## src/verilog/fnd_defines.svh

```systemverilog
// Purpose: Offsets, field positions, reset values and timing for fnd
// Assumes: 24-bit register words, 6-bit register address
// Notes:   Definitions only
`ifndef FND_DEFINES_SVH
`define FND_DEFINES_SVH

// ----------------------------------------
// Register offsets
// ----------------------------------------
`define FND_OFF_VERSION 6'h00
`define FND_OFF_ENABLE  6'h01
`define FND_OFF_REFDIV  6'h02
`define FND_OFF_INTWORD 6'h03
`define FND_OFF_FRAC    6'h04
`define FND_OFF_MODCFG  6'h06
`define FND_OFF_OUTCFG  6'h08
`define FND_OFF_EXACT   6'h0c

// ----------------------------------------
// Field positions
// ----------------------------------------
`define FND_EN_SRC_PIN   0
`define FND_EN_SOFT      1
`define FND_EN_OVR_LSB   2
`define FND_CFG_SEED_MSB 1
`define FND_CFG_VARIANT  2
`define FND_CFG_INTSEL   7
`define FND_CFG_AUTOSEED 8
`define FND_CFG_DSM_EN   11
`define FND_OUT_DIV2     19

// ----------------------------------------
// Reset values and limits
// ----------------------------------------
`define FND_RST_ENABLE  24'h000001
`define FND_RST_REFDIV  24'h000001
`define FND_RST_INTWORD 24'h000019
`define FND_RST_FRAC    24'h000000
`define FND_RST_MODCFG  24'h000182
`define FND_RST_OUTCFG  24'h000000
`define FND_RST_EXACT   24'h000000
`define FND_REFDIV_MAX  15'h4000
`define FND_SEED0       24'h000000
`define FND_SEED1       24'h400000
`define FND_SEED2       24'hb3a5c1
`define FND_SEED3       24'h5a3c96

// ----------------------------------------
// Timing
// ----------------------------------------
`define FND_CLK_PERIOD_NS 25
`define FND_POR_US        250
`define FND_POR_CYCLES    ((`FND_POR_US * 1000 + `FND_CLK_PERIOD_NS - 1) / `FND_CLK_PERIOD_NS)

`endif

```

## src/verilog/fnd_pkg.sv

```systemverilog
// Purpose: Types shared by the divider control block
// Assumes: Constants live in fnd_defines.svh
// Notes:   Types only
`default_nettype none
package fnd_pkg;
	// Register access as delivered by the serial port
	typedef struct packed {
		logic        wr;
		logic        rd;
		logic [5:0]  addr;
		logic [23:0] data;
	} fnd_req_t;

	// Decoded modulator status
	typedef struct packed {
		logic mod_on;
		logic variant_b;
		logic exact;
		logic div2;
	} fnd_mode_t;

	typedef enum logic [1:0] {DSM_INT, DSM_FRAC, DSM_OFF} fnd_dsm_t;
	typedef enum logic {POR_HOLD, POR_RUN} fnd_por_t;
endpackage
`default_nettype wire

```

## src/verilog/fnd_divider_ctrl.sv

```systemverilog
// Purpose: Register file and feedback divider control of a frac-N synth
// Assumes: Register port already deserialised, on REF_CLK
// Notes:   RST is the power-on reset from the supply monitor
`include "fnd_defines.svh"
`timescale 1ns/1ps
`default_nettype none
module fnd_divider_ctrl
	import fnd_pkg::*;
#(
	parameter int          POR_CYCLES = `FND_POR_CYCLES,
	parameter int          NBLK       = 4,
	parameter logic [23:0] VERSION    = 24'h0a5701 // Arbitrary value
) (
	// Clock and power-on reset
	input  wire logic              REF_CLK,
	input  wire logic              RST,
	// Register port
	input  wire fnd_req_t          REG_REQ,
	output logic [23:0]            REG_RDATA,
	output logic                   REG_RVALID,
	// Enable pin
	input  wire logic              CHIP_ENABLE_PIN,
	// Divider control
	output logic                   PD_TICK,
	output logic [19:0]            FB_RATIO,
	output fnd_mode_t              MODE,
	// Power control and status
	output logic                   CHIP_EN,
	output logic [NBLK-1:0]        BLOCK_PWR,
	output logic                   POR_DONE
);

	localparam int PW = $clog2(POR_CYCLES + 1);

	// ----------------------------------------
	// Power-on hold
	// ----------------------------------------
	fnd_por_t    por_reg;
	logic [PW-1:0] por_cnt_reg;
	logic          run;

	// Registers stay at defaults until the supply has settled
	always_ff @(posedge REF_CLK) begin
		if (RST) begin
			por_reg     <= POR_HOLD;
			por_cnt_reg <= '0;
		end else begin
			case (por_reg)
				POR_HOLD: begin
					por_cnt_reg <= por_cnt_reg + PW'(1);
					if (por_cnt_reg == PW'(POR_CYCLES - 1))
						por_reg <= POR_RUN;
				end
				default: por_cnt_reg <= por_cnt_reg;
			endcase
		end
	end
	assign run      = (por_reg == POR_RUN);
	assign POR_DONE = run;

	// ----------------------------------------
	// Register file
	// ----------------------------------------
	logic [23:0] en_reg, refdiv_reg, int_reg, frac_reg;
	logic [23:0] cfg_reg, out_reg, exact_reg;
	logic        wr_ok, frac_wr;

	// Writes are ignored while the reset hold runs
	assign wr_ok   = REG_REQ.wr && run;
	assign frac_wr = wr_ok && (REG_REQ.addr == `FND_OFF_FRAC);

	// One 24-bit word per address
	always_ff @(posedge REF_CLK) begin
		if (RST || !run) begin
			en_reg     <= `FND_RST_ENABLE;
			refdiv_reg <= `FND_RST_REFDIV;
			int_reg    <= `FND_RST_INTWORD;
			frac_reg   <= `FND_RST_FRAC;
			cfg_reg    <= `FND_RST_MODCFG;
			out_reg    <= `FND_RST_OUTCFG;
			exact_reg  <= `FND_RST_EXACT;
		end else if (wr_ok) begin
			if (REG_REQ.addr == `FND_OFF_ENABLE)
				en_reg <= REG_REQ.data;
			else if (REG_REQ.addr == `FND_OFF_REFDIV)
				refdiv_reg <= REG_REQ.data;
			else if (REG_REQ.addr == `FND_OFF_INTWORD)
				int_reg <= REG_REQ.data;
			else if (REG_REQ.addr == `FND_OFF_FRAC)
				frac_reg <= REG_REQ.data;
			else if (REG_REQ.addr == `FND_OFF_MODCFG)
				cfg_reg <= REG_REQ.data;
			else if (REG_REQ.addr == `FND_OFF_OUTCFG)
				out_reg <= REG_REQ.data;
			else if (REG_REQ.addr == `FND_OFF_EXACT)
				exact_reg <= REG_REQ.data;
		end
	end

	// Read port: one cycle latency, unmapped reads return zero
	always_ff @(posedge REF_CLK) begin
		if (RST) begin
			REG_RDATA  <= 24'h000000;
			REG_RVALID <= 1'b0;
		end else begin
			REG_RVALID <= REG_REQ.rd;
			if (!REG_REQ.rd)
				REG_RDATA <= REG_RDATA;
			else if (REG_REQ.addr == `FND_OFF_VERSION)
				REG_RDATA <= VERSION;
			else if (REG_REQ.addr == `FND_OFF_ENABLE)
				REG_RDATA <= en_reg;
			else if (REG_REQ.addr == `FND_OFF_REFDIV)
				REG_RDATA <= refdiv_reg;
			else if (REG_REQ.addr == `FND_OFF_INTWORD)
				REG_RDATA <= int_reg;
			else if (REG_REQ.addr == `FND_OFF_FRAC)
				REG_RDATA <= frac_reg;
			else if (REG_REQ.addr == `FND_OFF_MODCFG)
				REG_RDATA <= cfg_reg;
			else if (REG_REQ.addr == `FND_OFF_OUTCFG)
				REG_RDATA <= out_reg;
			else if (REG_REQ.addr == `FND_OFF_EXACT)
				REG_RDATA <= exact_reg;
			else
				REG_RDATA <= 24'h000000;
		end
	end

	// ----------------------------------------
	// Chip enable and block overrides
	// ----------------------------------------
	logic pin_s1_reg, pin_s2_reg, chip_en_next;

	// Pin is asynchronous to REF_CLK
	always_ff @(posedge REF_CLK) begin
		if (RST) begin
			pin_s1_reg <= 1'b0;
			pin_s2_reg <= 1'b0;
		end else begin
			pin_s1_reg <= CHIP_ENABLE_PIN;
			pin_s2_reg <= pin_s1_reg;
		end
	end

	assign chip_en_next = en_reg[`FND_EN_SRC_PIN] ? pin_s2_reg : en_reg[`FND_EN_SOFT];

	always_ff @(posedge REF_CLK) begin
		if (RST)
			CHIP_EN <= 1'b0;
		else
			CHIP_EN <= chip_en_next;
	end

	// Each block runs when the chip is on or its override is set
	genvar gi;
	generate
		for (gi = 0; gi < NBLK; gi++) begin : g_pwr
			always_ff @(posedge REF_CLK) begin
				if (RST)
					BLOCK_PWR[gi] <= 1'b0;
				else
					BLOCK_PWR[gi] <= chip_en_next | en_reg[`FND_EN_OVR_LSB + gi];
			end
		end
	endgenerate

	// ----------------------------------------
	// Mode decode
	// ----------------------------------------
	fnd_dsm_t dsm;
	logic     exact_ok;

	// Matching bit pairs (both set or both clear) leave the modulator off and the integer word in use
	always_comb begin
		if (!cfg_reg[`FND_CFG_DSM_EN] && cfg_reg[`FND_CFG_INTSEL])
			dsm = DSM_INT;
		else if (cfg_reg[`FND_CFG_DSM_EN] && !cfg_reg[`FND_CFG_INTSEL])
			dsm = DSM_FRAC;
		else
			dsm = DSM_OFF;
	end
	assign exact_ok = (dsm == DSM_FRAC) && cfg_reg[`FND_CFG_VARIANT]
		&& (exact_reg[13:0] != 14'h0000);

	always_ff @(posedge REF_CLK) begin
		if (RST) begin
			MODE <= '0;
		end else begin
			MODE.mod_on    <= (dsm == DSM_FRAC);
			MODE.variant_b <= cfg_reg[`FND_CFG_VARIANT];
			MODE.exact     <= exact_ok;
			MODE.div2      <= out_reg[`FND_OUT_DIV2];
		end
	end

	// ----------------------------------------
	// Reference divider
	// ----------------------------------------
	logic [14:0] r_eff, ref_cnt_reg;

	// Zero is treated as one, anything past 2^14 as 2^14
	always_comb begin
		if (refdiv_reg[14:0] == 15'h0000)
			r_eff = 15'h0001;
		else if (refdiv_reg[14:0] > `FND_REFDIV_MAX)
			r_eff = `FND_REFDIV_MAX;
		else
			r_eff = refdiv_reg[14:0];
	end

	always_ff @(posedge REF_CLK) begin
		if (RST || !run) begin
			ref_cnt_reg <= 15'h0000;
			PD_TICK     <= 1'b0;
		end else if (ref_cnt_reg >= r_eff - 15'h0001) begin
			ref_cnt_reg <= 15'h0000;
			PD_TICK     <= 1'b1;
		end else begin
			ref_cnt_reg <= ref_cnt_reg + 15'h0001;
			PD_TICK     <= 1'b0;
		end
	end

	// ----------------------------------------
	// Delta-sigma modulator
	// ----------------------------------------
	logic [23:0] acc1_reg, acc2_reg, seed;
	logic [24:0] sum1, sum2;
	logic        c2_d_reg, ex_wrap;
	logic [13:0] ex_cnt_reg;
	logic [20:0] ratio_a, ratio_b;

	// Preset start phases
	always_comb begin
		case (cfg_reg[`FND_CFG_SEED_MSB:0])
			2'h0:    seed = `FND_SEED0;
			2'h1:    seed = `FND_SEED1;
			2'h2:    seed = `FND_SEED2;
			default: seed = `FND_SEED3;
		endcase
	end

	assign sum1 = {1'b0, acc1_reg} + {1'b0, frac_reg};
	assign sum2 = {1'b0, acc2_reg} + {1'b0, sum1[23:0]};
	assign ex_wrap = exact_ok && (ex_cnt_reg >= exact_reg[13:0] - 14'h0001);

	// Variant B is a two-stage cascade, wider dither but cleaner far out
	assign ratio_a = {2'b00, int_reg[18:0]} + {20'h00000, sum1[24]};
	assign ratio_b = ratio_a + {20'h00000, sum2[24]} - {20'h00000, c2_d_reg};

	// Phase accumulators: a seed reload beats a comparison tick
	always_ff @(posedge REF_CLK) begin
		if (RST || !run) begin
			acc1_reg   <= `FND_SEED0;
			acc2_reg   <= `FND_SEED0;
			c2_d_reg   <= 1'b0;
			ex_cnt_reg <= 14'h0000;
		end else if (frac_wr && cfg_reg[`FND_CFG_AUTOSEED]) begin
			acc1_reg   <= seed;
			acc2_reg   <= seed;
			c2_d_reg   <= 1'b0;
			ex_cnt_reg <= 14'h0000;
		end else if (PD_TICK && dsm == DSM_FRAC) begin
			// Without autoseed the old phase simply carries on
			c2_d_reg <= sum2[24];
			if (ex_wrap) begin
				// Period of f_pd/ratio makes the step exact at full modulus
				acc1_reg   <= seed;
				acc2_reg   <= seed;
				ex_cnt_reg <= 14'h0000;
			end else begin
				acc1_reg   <= sum1[23:0];
				acc2_reg   <= sum2[23:0];
				ex_cnt_reg <= ex_cnt_reg + 14'h0001;
			end
		end
	end

	// Divide ratio applied at each comparison tick in fractional mode, every cycle in the other modes
	always_ff @(posedge REF_CLK) begin
		if (RST)
			FB_RATIO <= 20'h00000;
		else if (dsm != DSM_FRAC)
			FB_RATIO <= {1'b0, int_reg[18:0]};
		else if (PD_TICK)
			FB_RATIO <= cfg_reg[`FND_CFG_VARIANT] ? ratio_b[19:0] : ratio_a[19:0];
	end

	logic [14:0] gap_reg; // Cycles since last tick, cleared with the divider count
	always_ff @(posedge REF_CLK) begin
		if (RST || !run)
			gap_reg <= 15'h0000;
		else
			gap_reg <= PD_TICK ? 15'h0001 : gap_reg + 15'h0001;
	end
endmodule // fnd_divider_ctrl
`default_nettype wire

```

## config.mk

```make
export PLATFORM = sky130hd
export DESIGN_NAME = fnd_divider_ctrl
export DESIGN_NICKNAME = d
export VERILOG_FILES = /design/src/verilog/fnd_pkg.sv /design/src/verilog/fnd_divider_ctrl.sv
export VERILOG_INCLUDE_DIRS = /design/src /design/src/verilog
export SDC_FILE = /design/constraint.sdc
export NUM_CORES = 1
export LEC_CHECK = 0
export BUFFER_PORTS_ARGS = -buffer_cell sky130_fd_sc_hd__clkbuf_2
export CAP_MARGIN = 30
export CORE_MARGIN = 1.5
export CORE_UTILIZATION = 56
export CTS_CLUSTER_DIAMETER = 100
export DETAILED_ROUTE_END_ITERATION = 8
export GPL_ROUTABILITY_DRIVEN = 0
export HOLD_SLACK_MARGIN = 0.15
export PLACE_DENSITY_LB_ADDON = 0.25
export SYNTH_ARGS = -nofsm -noshare
export SYNTH_HDL_FRONTEND = slang
export SYNTH_SLANG_ARGS = --single-unit
```

## constraint.sdc

```tcl
create_clock -name REF_CLK -period 5.1 [get_ports REF_CLK]
set_input_delay 1.275 -clock REF_CLK [delete_from_list [all_inputs] [get_ports REF_CLK]]
set_output_delay 1.275 -clock REF_CLK [all_outputs]
set_load 0.05 [all_outputs]
```

# ---- Yosys cells after proc, flatten, opt, wreduce, memory -nomap -nowiden
# Index checks and enable logic that the tools add are counted.
dict set report word_totals {
  reg_bits 318
  input_bits 35
  output_inout_bits 56
  wordCells 121
}
dict set report op_classes {
  add_sub_neg 10
  order_cmp 3
  eq_ne 12
  mux 27
  n_bitwise 10
  n_reduce_logical 29
}
# cell count
set ops {}
lappend ops {{24-bit two-way mux} 14}
lappend ops {{24-bit case mux with 3 select lines} 1}
lappend ops {{24-bit by 24-bit adder with 25-bit output} 2}
lappend ops {{19-bit two-way mux} 2}
lappend ops {{15-bit two-way mux} 2}
lappend ops {{14-bit by 1-bit adder with 14-bit output (second input constant)} 2}
lappend ops {{19-bit by 1-bit adder with 20-bit output} 1}
lappend ops {{20-bit by 1-bit adder with 20-bit output} 1}
lappend ops {{20-bit two-way mux} 1}
lappend ops {{20-bit by 1-bit subtractor with 20-bit output} 1}
lappend ops {{15-bit by 1-bit adder with 15-bit output (second input constant)} 1}
lappend ops {{15-bit greater-or-equal comparator} 1}
lappend ops {{15-bit > comparator (second input constant)} 1}
lappend ops {{15-bit logical NOT} 1}
lappend ops {{15-bit by 1-bit subtractor with 15-bit output (second input constant)} 1}
lappend ops {{14-bit == test (second input constant)} 1}
lappend ops {{14-bit greater-or-equal comparator} 1}
lappend ops {{14-bit two-way mux} 1}
lappend ops {{14-bit nonzero test} 1}
lappend ops {{14-bit by 1-bit subtractor with 14-bit output (second input constant)} 1}
lappend ops {{6-bit by 2-bit == test with 1-bit output (second input constant)} 2}
lappend ops {{6-bit by 3-bit == test with 1-bit output (second input constant)} 2}
lappend ops {{6-bit by 4-bit == test with 1-bit output (second input constant)} 2}
lappend ops {{1-bit logical AND} 9}
lappend ops {{other kinds (21)} 39}

# ---- Depth between registers and ports, before layout
# Gate-level depths: netlist of the first run.
dict set report logic_depth {
  word_depth 11
  depth_mapped 29
  depth_no_buf 29
}

# ---- Worst setup path after synthesis of the first run
# No wires, ideal clock.
dict set report synth_path {
  path_kind {flip-flop to flip-flop}
  start {register frac_reg[0]}
  end {register FB_RATIO[12]}
  setup_ns 0.134
  t_arrival_ns 5.316
  required_time_ns 4.966
  slack_ns -0.350
  path_stages_with_launch 30
  path_buffers 0
  period_less_slack_ns 5.450
  path_cell_list {dfxtp_1 ha_1 inv_1 fa_1 nor2b_1 o31a_1 o31a_1 nor2_1 or2_2 xnor2_1 ha_1 o21ai_0 a21oi_1 a31oi_1 o21a_1 o31ai_1 nand2_1 nand2b_1 a21o_1 ha_1 inv_1 fa_1 nor2b_1 o2111ai_1 and3_1 o31ai_1 a21oi_1 mux2_2 a31oi_1 o22ai_1}
}
dict set report synth_via {
  elab_chain_len 7
  elab_cells_between_ends 8
  classes_between {add/sub (5); mux (3)}
}
# item line
set synth_rtl {}
lappend synth_rtl {{start, declared} fnd_divider_ctrl.sv:64} ;# logic [23:0] en_reg, refdiv_reg, int_reg, frac_reg;
lappend synth_rtl {{start signal, assigned} fnd_divider_ctrl.sv:78} ;# frac_reg <= `FND_RST_FRAC;
lappend synth_rtl {{start signal, assigned} fnd_divider_ctrl.sv:90} ;# frac_reg <= REG_REQ.data;
lappend synth_rtl {{24-bit by 24-bit adder with 25-bit output} fnd_divider_ctrl.sv:244} ;# assign sum1 = {1'b0, acc1_reg} + {1'b0, frac_reg};
lappend synth_rtl {{24-bit by 24-bit adder with 25-bit output} fnd_divider_ctrl.sv:245} ;# assign sum2 = {1'b0, acc2_reg} + {1'b0, sum1[23:0]};
lappend synth_rtl {{named net sum2[24]} fnd_divider_ctrl.sv:229} ;# logic [24:0] sum1, sum2;
lappend synth_rtl {{20-bit by 1-bit adder with 20-bit output} fnd_divider_ctrl.sv:250} ;# assign ratio_b = ratio_a + {20'h00000, sum2[24]} - {20'h00000, c2_d_reg};
lappend synth_rtl {{20-bit by 1-bit subtractor with 20-bit output} fnd_divider_ctrl.sv:250}
lappend synth_rtl {{20-bit two-way mux} fnd_divider_ctrl.sv:287} ;# FB_RATIO <= cfg_reg[`FND_CFG_VARIANT] ? ratio_b[19:0] : ratio_a[19:0];
lappend synth_rtl {{19-bit two-way mux} fnd_divider_ctrl.sv:286} ;# else if (PD_TICK)
lappend synth_rtl {{19-bit two-way mux} fnd_divider_ctrl.sv:284} ;# else if (dsm != DSM_FRAC)
lappend synth_rtl {{end signal, assigned} fnd_divider_ctrl.sv:285} ;# FB_RATIO <= {1'b0, int_reg[18:0]};
lappend synth_rtl {{end signal, assigned} fnd_divider_ctrl.sv:287}
lappend synth_rtl {{end, declared} fnd_divider_ctrl.sv:25} ;# output logic [19:0] FB_RATIO,
# The timed path passes the listed nets, and every way through them passes these cells. The select of a mux whose other input is x is not followed.
# A chain may end at the register's enable or synchronous reset.

# ---- Worst setup path in the final report of the first run
dict set report layout_path {
  start {register frac_reg[2]}
  end {register FB_RATIO[15]}
}
# Same word-level chain as after synthesis.

==> flow_metrics.env, run 1 <==
export IMPL_r2r_start="frac_reg[2]$_SDFFE_PP0P_"
export IMPL_p_leak_uw=0.00888
export IMPL_h_tree_depth=2
export IMPL_coreArea_mm2=0.0317
export IMPL_dp_cells=2915
export IMPL_grt_usage_pct=35.4
export IMPL_min_to="pin_s2_reg$_SDFF_PP0_"
export IMPL_first_pass_iters=6
export IMPL_finClkSkew_ns=0.0266
export IMPL_post_place_ws_ns=-0.986
export IMPL_synthesis_nets=2482
export IMPL_hpwl_mm=41.5
export IMPL_worstSkewPairLatency_ns=0.55
export IMPL_grt_pass1_vias=18008
export IMPL_routed_wl_mm=60.3
export IMPL_cts_tree="built"
export IMPL_antenna_cells=0
export IMPL_crit_fanout=4
export IMPL_worstSetupPathType="reg2reg"
export IMPL_vias_per_cell=6.26
export IMPL_syn_avg_cell_area_um2=7.76
export IMPL_fin_nets=2724
export IMPL_min_from="pin_s1_reg$_SDFF_PP0_"
export IMPL_ys_seq_elements=318
export IMPL_wl_per_cell_um=20.1
export IMPL_yosysUniqueCellTypes=83
export IMPL_ys_async_sr_fraction_pct=0
export IMPL_drive_gt1_share_pct=20.1
export IMPL_boundaryPins=91
export IMPL_drv_slew=0
export IMPL_yosys_warnings=0
export IMPL_antenna_found_initial=0
export IMPL_outcome="finished, violations left"
export IMPL_final_cells=3006
export IMPL_final_hold_viol_count=0
export IMPL_setup_ws_ns=-0.609
export IMPL_slowest_stage="a2111oi_4"
export IMPL_slew_headroom_pct=27.6
export IMPL_hold_path_cell_count=1
export IMPL_hold_path_class="reg2reg"
export IMPL_io_buffers=90
export IMPL_ys_seq_area_share_pct=35.1
export IMPL_r2r_end="FB_RATIO[15]$_SDFFE_PP0P_"
export IMPL_grt_pass1_wl_mm=95.0
export IMPL_violations="setup timing"
export IMPL_holdWs_ns=0.453
export IMPL_start_util_pct=57.2
export IMPL_grt_use_met1_pct=45.7
export IMPL_power_uw=5200
export IMPL_setup_violations=15
export IMPL_peakVddDrop_mv=0.310
export IMPL_fp_dieW_um=183
export IMPL_rows=65
export IMPL_p_per_area_mw_per_mm2=235
export IMPL_met3_usage_pct=5.82
export IMPL_met2_usage_pct=57.4
export IMPL_synthesis_area_mm2=0.0182
export IMPL_mostFrequentLayoutCell="nand2_1"
export IMPL_synth_cells=2340
export IMPL_endpoint_kind="flop"
export IMPL_rsz0062_at_grt="true"
export IMPL_cp_arrival_ns=6.11
export IMPL_path_clk_slew_ns=0.07
export IMPL_netlist_top_cell_by_area="dfxtp_1"
export IMPL_grt_remaining_overflow=0
export IMPL_syn_to_final_growth_pct=22.1
export IMPL_cts_buffer_depth=3
export IMPL_die_area_mm2=0.0335
export IMPL_tightest_slew_ns=1.09
export IMPL_numCtsBuffers=36
export IMPL_r2r_setup_slack_ns=-0.61
export IMPL_fmax_mhz=175
export IMPL_cap_violations=0
export IMPL_busiest_layer="met2"
export IMPL_clockRootBuffer="clkbuf_16"
export IMPL_die_h_um=183
export IMPL_synth_edf_count=0
export IMPL_synth_top_flop_cell="dfxtp_1"
export IMPL_cts_hold_buf=0
export IMPL_num_vias=18821
export IMPL_worstPathRequired_ns=5.50
export IMPL_critical_path_max_stage_delay_ns=0.37
export IMPL_ant_nets=0
export IMPL_synth_top_area_share_pct=35.1
export IMPL_critPathLaunchType="flop"
export IMPL_clock_sinks=318
export IMPL_finalCritPeriodShare_pct=112
export IMPL_layout_common_cells="nand2_1 (453), dfxtp_1 (314), a21oi_1 (276), buf_4 (243), nor2_1 (193)"
export IMPL_remaining_drc_errors=0
export IMPL_rr_worst_depth=26
export IMPL_initialDrtViolationCount=1993
export IMPL_grt_max_degree=90
export IMPL_post_route_min_period_ns=5.71
export IMPL_synth_area_leaders="dfxtp_1 (35%), nand2_1 (9.4%), a21oi_1 (7.9%)"
==> timing repair <==
action	CTS	global route
resized for setup	52	41
pin swaps	55	23
setup buffers	23	8
endpoints found under the setup margin	18	18
==> area by class of cell <==
cell class	instances	area, um2
Multi-Input combinational cell	1824	11500
Inverter	59	221
Fill cell	2502	9550
Clock inverter	13	128
Clock buffer	47	1000
Tap cell	402	503
Sequential cell	318	6370
Timing Repair Buffer	343	2440
==> how the worst max path moves through the flow <==
stage                        startpoint  slack (ns)                         to  cells after the start
2_1_floorplan  acc1_reg[0]$_SDFFE_PP0P_       -0.20  FB_RATIO[12]$_SDFFE_PP0P_                     29
6_report       frac_reg[2]$_SDFFE_PP0P_       -0.61  FB_RATIO[15]$_SDFFE_PP0P_                     26
4_1_cts        acc1_reg[0]$_SDFFE_PP0P_       -0.54  FB_RATIO[17]$_SDFFE_PP0P_                     28
3_5_place_dp   acc1_reg[0]$_SDFFE_PP0P_       -0.99  FB_RATIO[12]$_SDFFE_PP0P_                     30
5_1_grt        acc1_reg[0]$_SDFFE_PP0P_       -0.88  FB_RATIO[19]$_SDFFE_PP0P_                     29
3_3_place_gp   acc1_reg[0]$_SDFFE_PP0P_       -0.81  FB_RATIO[12]$_SDFFE_PP0P_                     30
==> metrics by stage <==
stage               instance area (um2)  setup TNS, ns  utilization [%]
floorplan                         18200         -0.488                -
global placement                  20300          -8.48             64.0
detailed placement                20400         -10.84             64.2
CTS                               21900          -5.46             68.9
global route                      22200         -10.98             69.9
finish                            22200          -6.90             69.9
==> kinds of logic after synthesis <==
kind of cell,share of synthesized area (%)
and+or+nand+nor,22.2
adders and majority gates,7.50
xor gates and xnor gates,5.64
buffers and inverters,4.34
muxes,3.07
DFF,35.1
AOI/OAI and AO/OA,22.2
==> per-layer routing <==
| layer | up-vias | routed length, um |
|---|---|---|
| li1 | 8720 | - |
| met1 | 8859 | 24000 |
| met2 | 1007 | 27400 |
| met3 | 235 | 5820 |
| met4 | 0 | 3150 |
| met5 | - | 0 |
==> critical path: cells and delay by family (launching register included) <==
| kind | cells | cell delay, ns |
|---|---|---|
| XOR/XNOR | 2 | 0.45 |
| AND/OR/NAND/NOR | 5 | 0.67 |
| flip-flops | 1 | 0.32 |
| buffers and inverters | 2 | 0.23 |
| AO/OA/AOI/OAI | 14 | 3.06 |
| adder cells (fa/ha/maj) | 3 | 0.84 |
==> Yosys cell counts, drive strengths merged, types with 28 or more instances <==
| cell | n |
|---|---|
| nand2 | 455 |
| dfxtp | 318 |
| a21oi | 288 |
| nor2 | 198 |
| clkbuf | 115 |
| ha | 104 |
| nand3 | 73 |
| o21ai | 72 |
| xor2 | 61 |
| inv | 57 |
| xnor2 | 56 |
| a21o | 36 |
| mux2i | 32 |
| nor3 | 31 |
| a211oi | 29 |
| nor2b | 28 |
==> report_power, final <==
group	total, uW	internal (uW)	switching (uW)	leakage [uW]
sequential	2500	2490	6.22	0.00257
clock	2540	1440	1090	0.000552
combinational	167	39.1	128	0.00576
No activity file was read; power rests on OpenSTA's default activity.
==> run 2: changes to the inputs <==
--- a/config.mk
+++ b/config.mk
@@ -9,12 +9,13 @@
 export BUFFER_PORTS_ARGS = -buffer_cell sky130_fd_sc_hd__clkbuf_2
 export CAP_MARGIN = 30
 export CORE_MARGIN = 1.5
-export CORE_UTILIZATION = 56
+export CORE_UTILIZATION = 67
 export CTS_CLUSTER_DIAMETER = 100
 export DETAILED_ROUTE_END_ITERATION = 8
 export GPL_ROUTABILITY_DRIVEN = 0
 export HOLD_SLACK_MARGIN = 0.15
 export PLACE_DENSITY_LB_ADDON = 0.25
+export SKIP_CTS_REPAIR_TIMING = 1
 export SYNTH_ARGS = -nofsm -noshare
 export SYNTH_HDL_FRONTEND = slang
 export SYNTH_SLANG_ARGS = --single-unit
==> constraint.sdc (replaced) <==
create_clock -name REF_CLK -period 6.6 [get_ports REF_CLK]
set_input_delay 1.65 -clock REF_CLK [delete_from_list [all_inputs] [get_ports REF_CLK]]
set_output_delay 1.65 -clock REF_CLK [all_outputs]
set_load 0.05 [all_outputs]
==> run 2 against run 1 <==
Compared with the run above:
- the run now ends clean
- wire length shrank 7.8%
- sequential share of layout area increased by 3.0 points
- global-route usage is 3.0 points higher
- register-to-register slack improved by 0.90 ns
- via count fell by 4.7%
- utilization grew 4.9 points
- non-clock buffer count is 219 lower
==> flow_metrics.env, run 2 (same netlist as run 1, synthesis figures left out) <==
export IMPL_outcome="finished clean"
export IMPL_fp_dieW_um=168
export IMPL_peakVddDrop_mv=0.227
export IMPL_wl_per_cell_um=20.4
export IMPL_finClkSkew_ns=0.0196
export IMPL_worstSkewPairLatency_ns=0.53
export IMPL_finalCritPeriodShare_pct=95.5
export IMPL_grt_pass1_wl_mm=86.9
export IMPL_remaining_drc_errors=0
export IMPL_routed_wl_mm=55.6
export IMPL_layout_common_cells="nand2_1 (454), dfxtp_1 (318), a21oi_1 (287), nor2_1 (195), ha_1 (103)"
export IMPL_slew_headroom_pct=26.2
export IMPL_fmax_mhz=159
export IMPL_worstSetupPathType="reg2reg"
export IMPL_p_per_area_mw_per_mm2=200
export IMPL_h_tree_depth=2
export IMPL_grt_usage_pct=38.5
export IMPL_grt_max_degree=82
export IMPL_coreArea_mm2=0.0268
export IMPL_rows=60
export IMPL_path_clk_slew_ns=0.06
export IMPL_crit_fanout=5
export IMPL_io_buffers=90
export IMPL_boundaryPins=91
export IMPL_die_h_um=168
export IMPL_p_leak_uw=0.00770
export IMPL_tightest_slew_ns=1.10
export IMPL_vias_per_cell=6.58
export IMPL_cap_violations=0
export IMPL_hold_path_class="reg2reg"
export IMPL_drive_gt1_share_pct=9.98
export IMPL_nFillCells=1970
export IMPL_stdcell_area_mm2=0.0201
export IMPL_cts_tree="built"
export IMPL_clock_sinks=318
export IMPL_num_vias=17936
export IMPL_fin_nets=2504
export IMPL_post_route_min_period_ns=6.30
export IMPL_drv_slew=0
export IMPL_syn_to_final_growth_pct=10.5
export IMPL_antenna_cells=0
export IMPL_die_area_mm2=0.0281
export IMPL_fin_util_pct=74.8
export IMPL_worstPathRequired_ns=7.06
export IMPL_critical_path_max_stage_delay_ns=0.42
export IMPL_hpwl_mm=38.1
export IMPL_holdWs_ns=0.452
export IMPL_mostFrequentLayoutCell="nand2_1"
export IMPL_cp_arrival_ns=6.77
export IMPL_start_util_pct=67.7
export IMPL_grt_remaining_overflow=0
export IMPL_setup_violations=0
export IMPL_ant_nets=0
export IMPL_clockRootBuffer="clkbuf_16"
export IMPL_setup_ws_ns=0.296
export IMPL_placed_area_mm2=0.0188
export IMPL_antenna_found_initial=0
export IMPL_slowest_stage="fa_1"
export IMPL_cts_buffer_depth=3
export IMPL_numCtsBuffers=35
export IMPL_critPathLaunchType="flop"
export IMPL_endpoint_kind="flop"
export IMPL_post_place_ws_ns=0.346
export IMPL_grt_pass1_vias=16513
export IMPL_first_pass_iters=6
export IMPL_initialDrtViolationCount=2363
export IMPL_final_hold_viol_count=0
## run 2: cell count changes in the layout (fill, tap and decap cells not counted), moves of 7 or more
cell and delta:
a21oi_1 +11, a21oi_2 -10, buf_4 -216, ha_1 +9, o21ai_0 +14, o21ai_1 -7
## run 2: power by group
part / switching (uW) / total, uW / internal (uW)
registers: 4.57 / 1930 / 1930
clock network: 813 / 1960 / 1150
logic: 97.0 / 127 / 30.2
total: 915 / 4020 / 3100
## run 2: worst paths after layout
kind	slack, ns	cells past startpoint	startpoint	to
max	0.30	30	frac_reg[0]$_SDFFE_PP0P_	FB_RATIO[10]$_SDFFE_PP0P_
min	0.45	2	exact_reg[20]$_SDFFE_PP0P_	exact_reg[20]$_SDFFE_PP0P_
max reg2reg	0.30	30	frac_reg[0]$_SDFFE_PP0P_	FB_RATIO[10]$_SDFFE_PP0P_
min reg2reg	0.45	2	exact_reg[20]$_SDFFE_PP0P_	exact_reg[20]$_SDFFE_PP0P_
## run 2: worst max-delay path: cells and delay by family, from the launching register on
family                   cells  cell delay [ns]
adder cells (fa/ha/maj)      5             1.49
buffers and inverters        3             0.31
flip-flops                   1             0.32
AND/OR/NAND/NOR              8             1.20
XOR/XNOR                     2             0.34
AO/OA/AOI/OAI               12             2.61
## run 2: layout make-up
class	count	area, um2	area share [%]
multi-input combinational	1824	11100	55.4
sequential	318	6370	31.7
clock buffer	48	1010	5.01
timing repair buffer	124	808	4.03
tap	341	427	2.13
inverter	59	221	1.10
clock inverter	12	128	0.636
## run 2: layer usage
metal	wire length (um)	share of wire, %	up-vias	global-route usage [%]
met5	0	0	-	0.696
met2	25000	45	1104	62.3
met1	21200	38	8267	49.1
met4	3110	5.6	0	19.5
li1	-	-	8308	-
met3	6260	11	257	7.14
## run 2: through the flow
stage | std cells | TNS (ns) | total power, uW
floorplan | 2340 | 0 | 2040
global placement | 2657 | 0 | 2090
detailed placement | 2662 | 0 | 2090
CTS | 2722 | 0 | 4010
global route | 2726 | -0.0983 | 4100
finish | 2726 | 0 | 4020
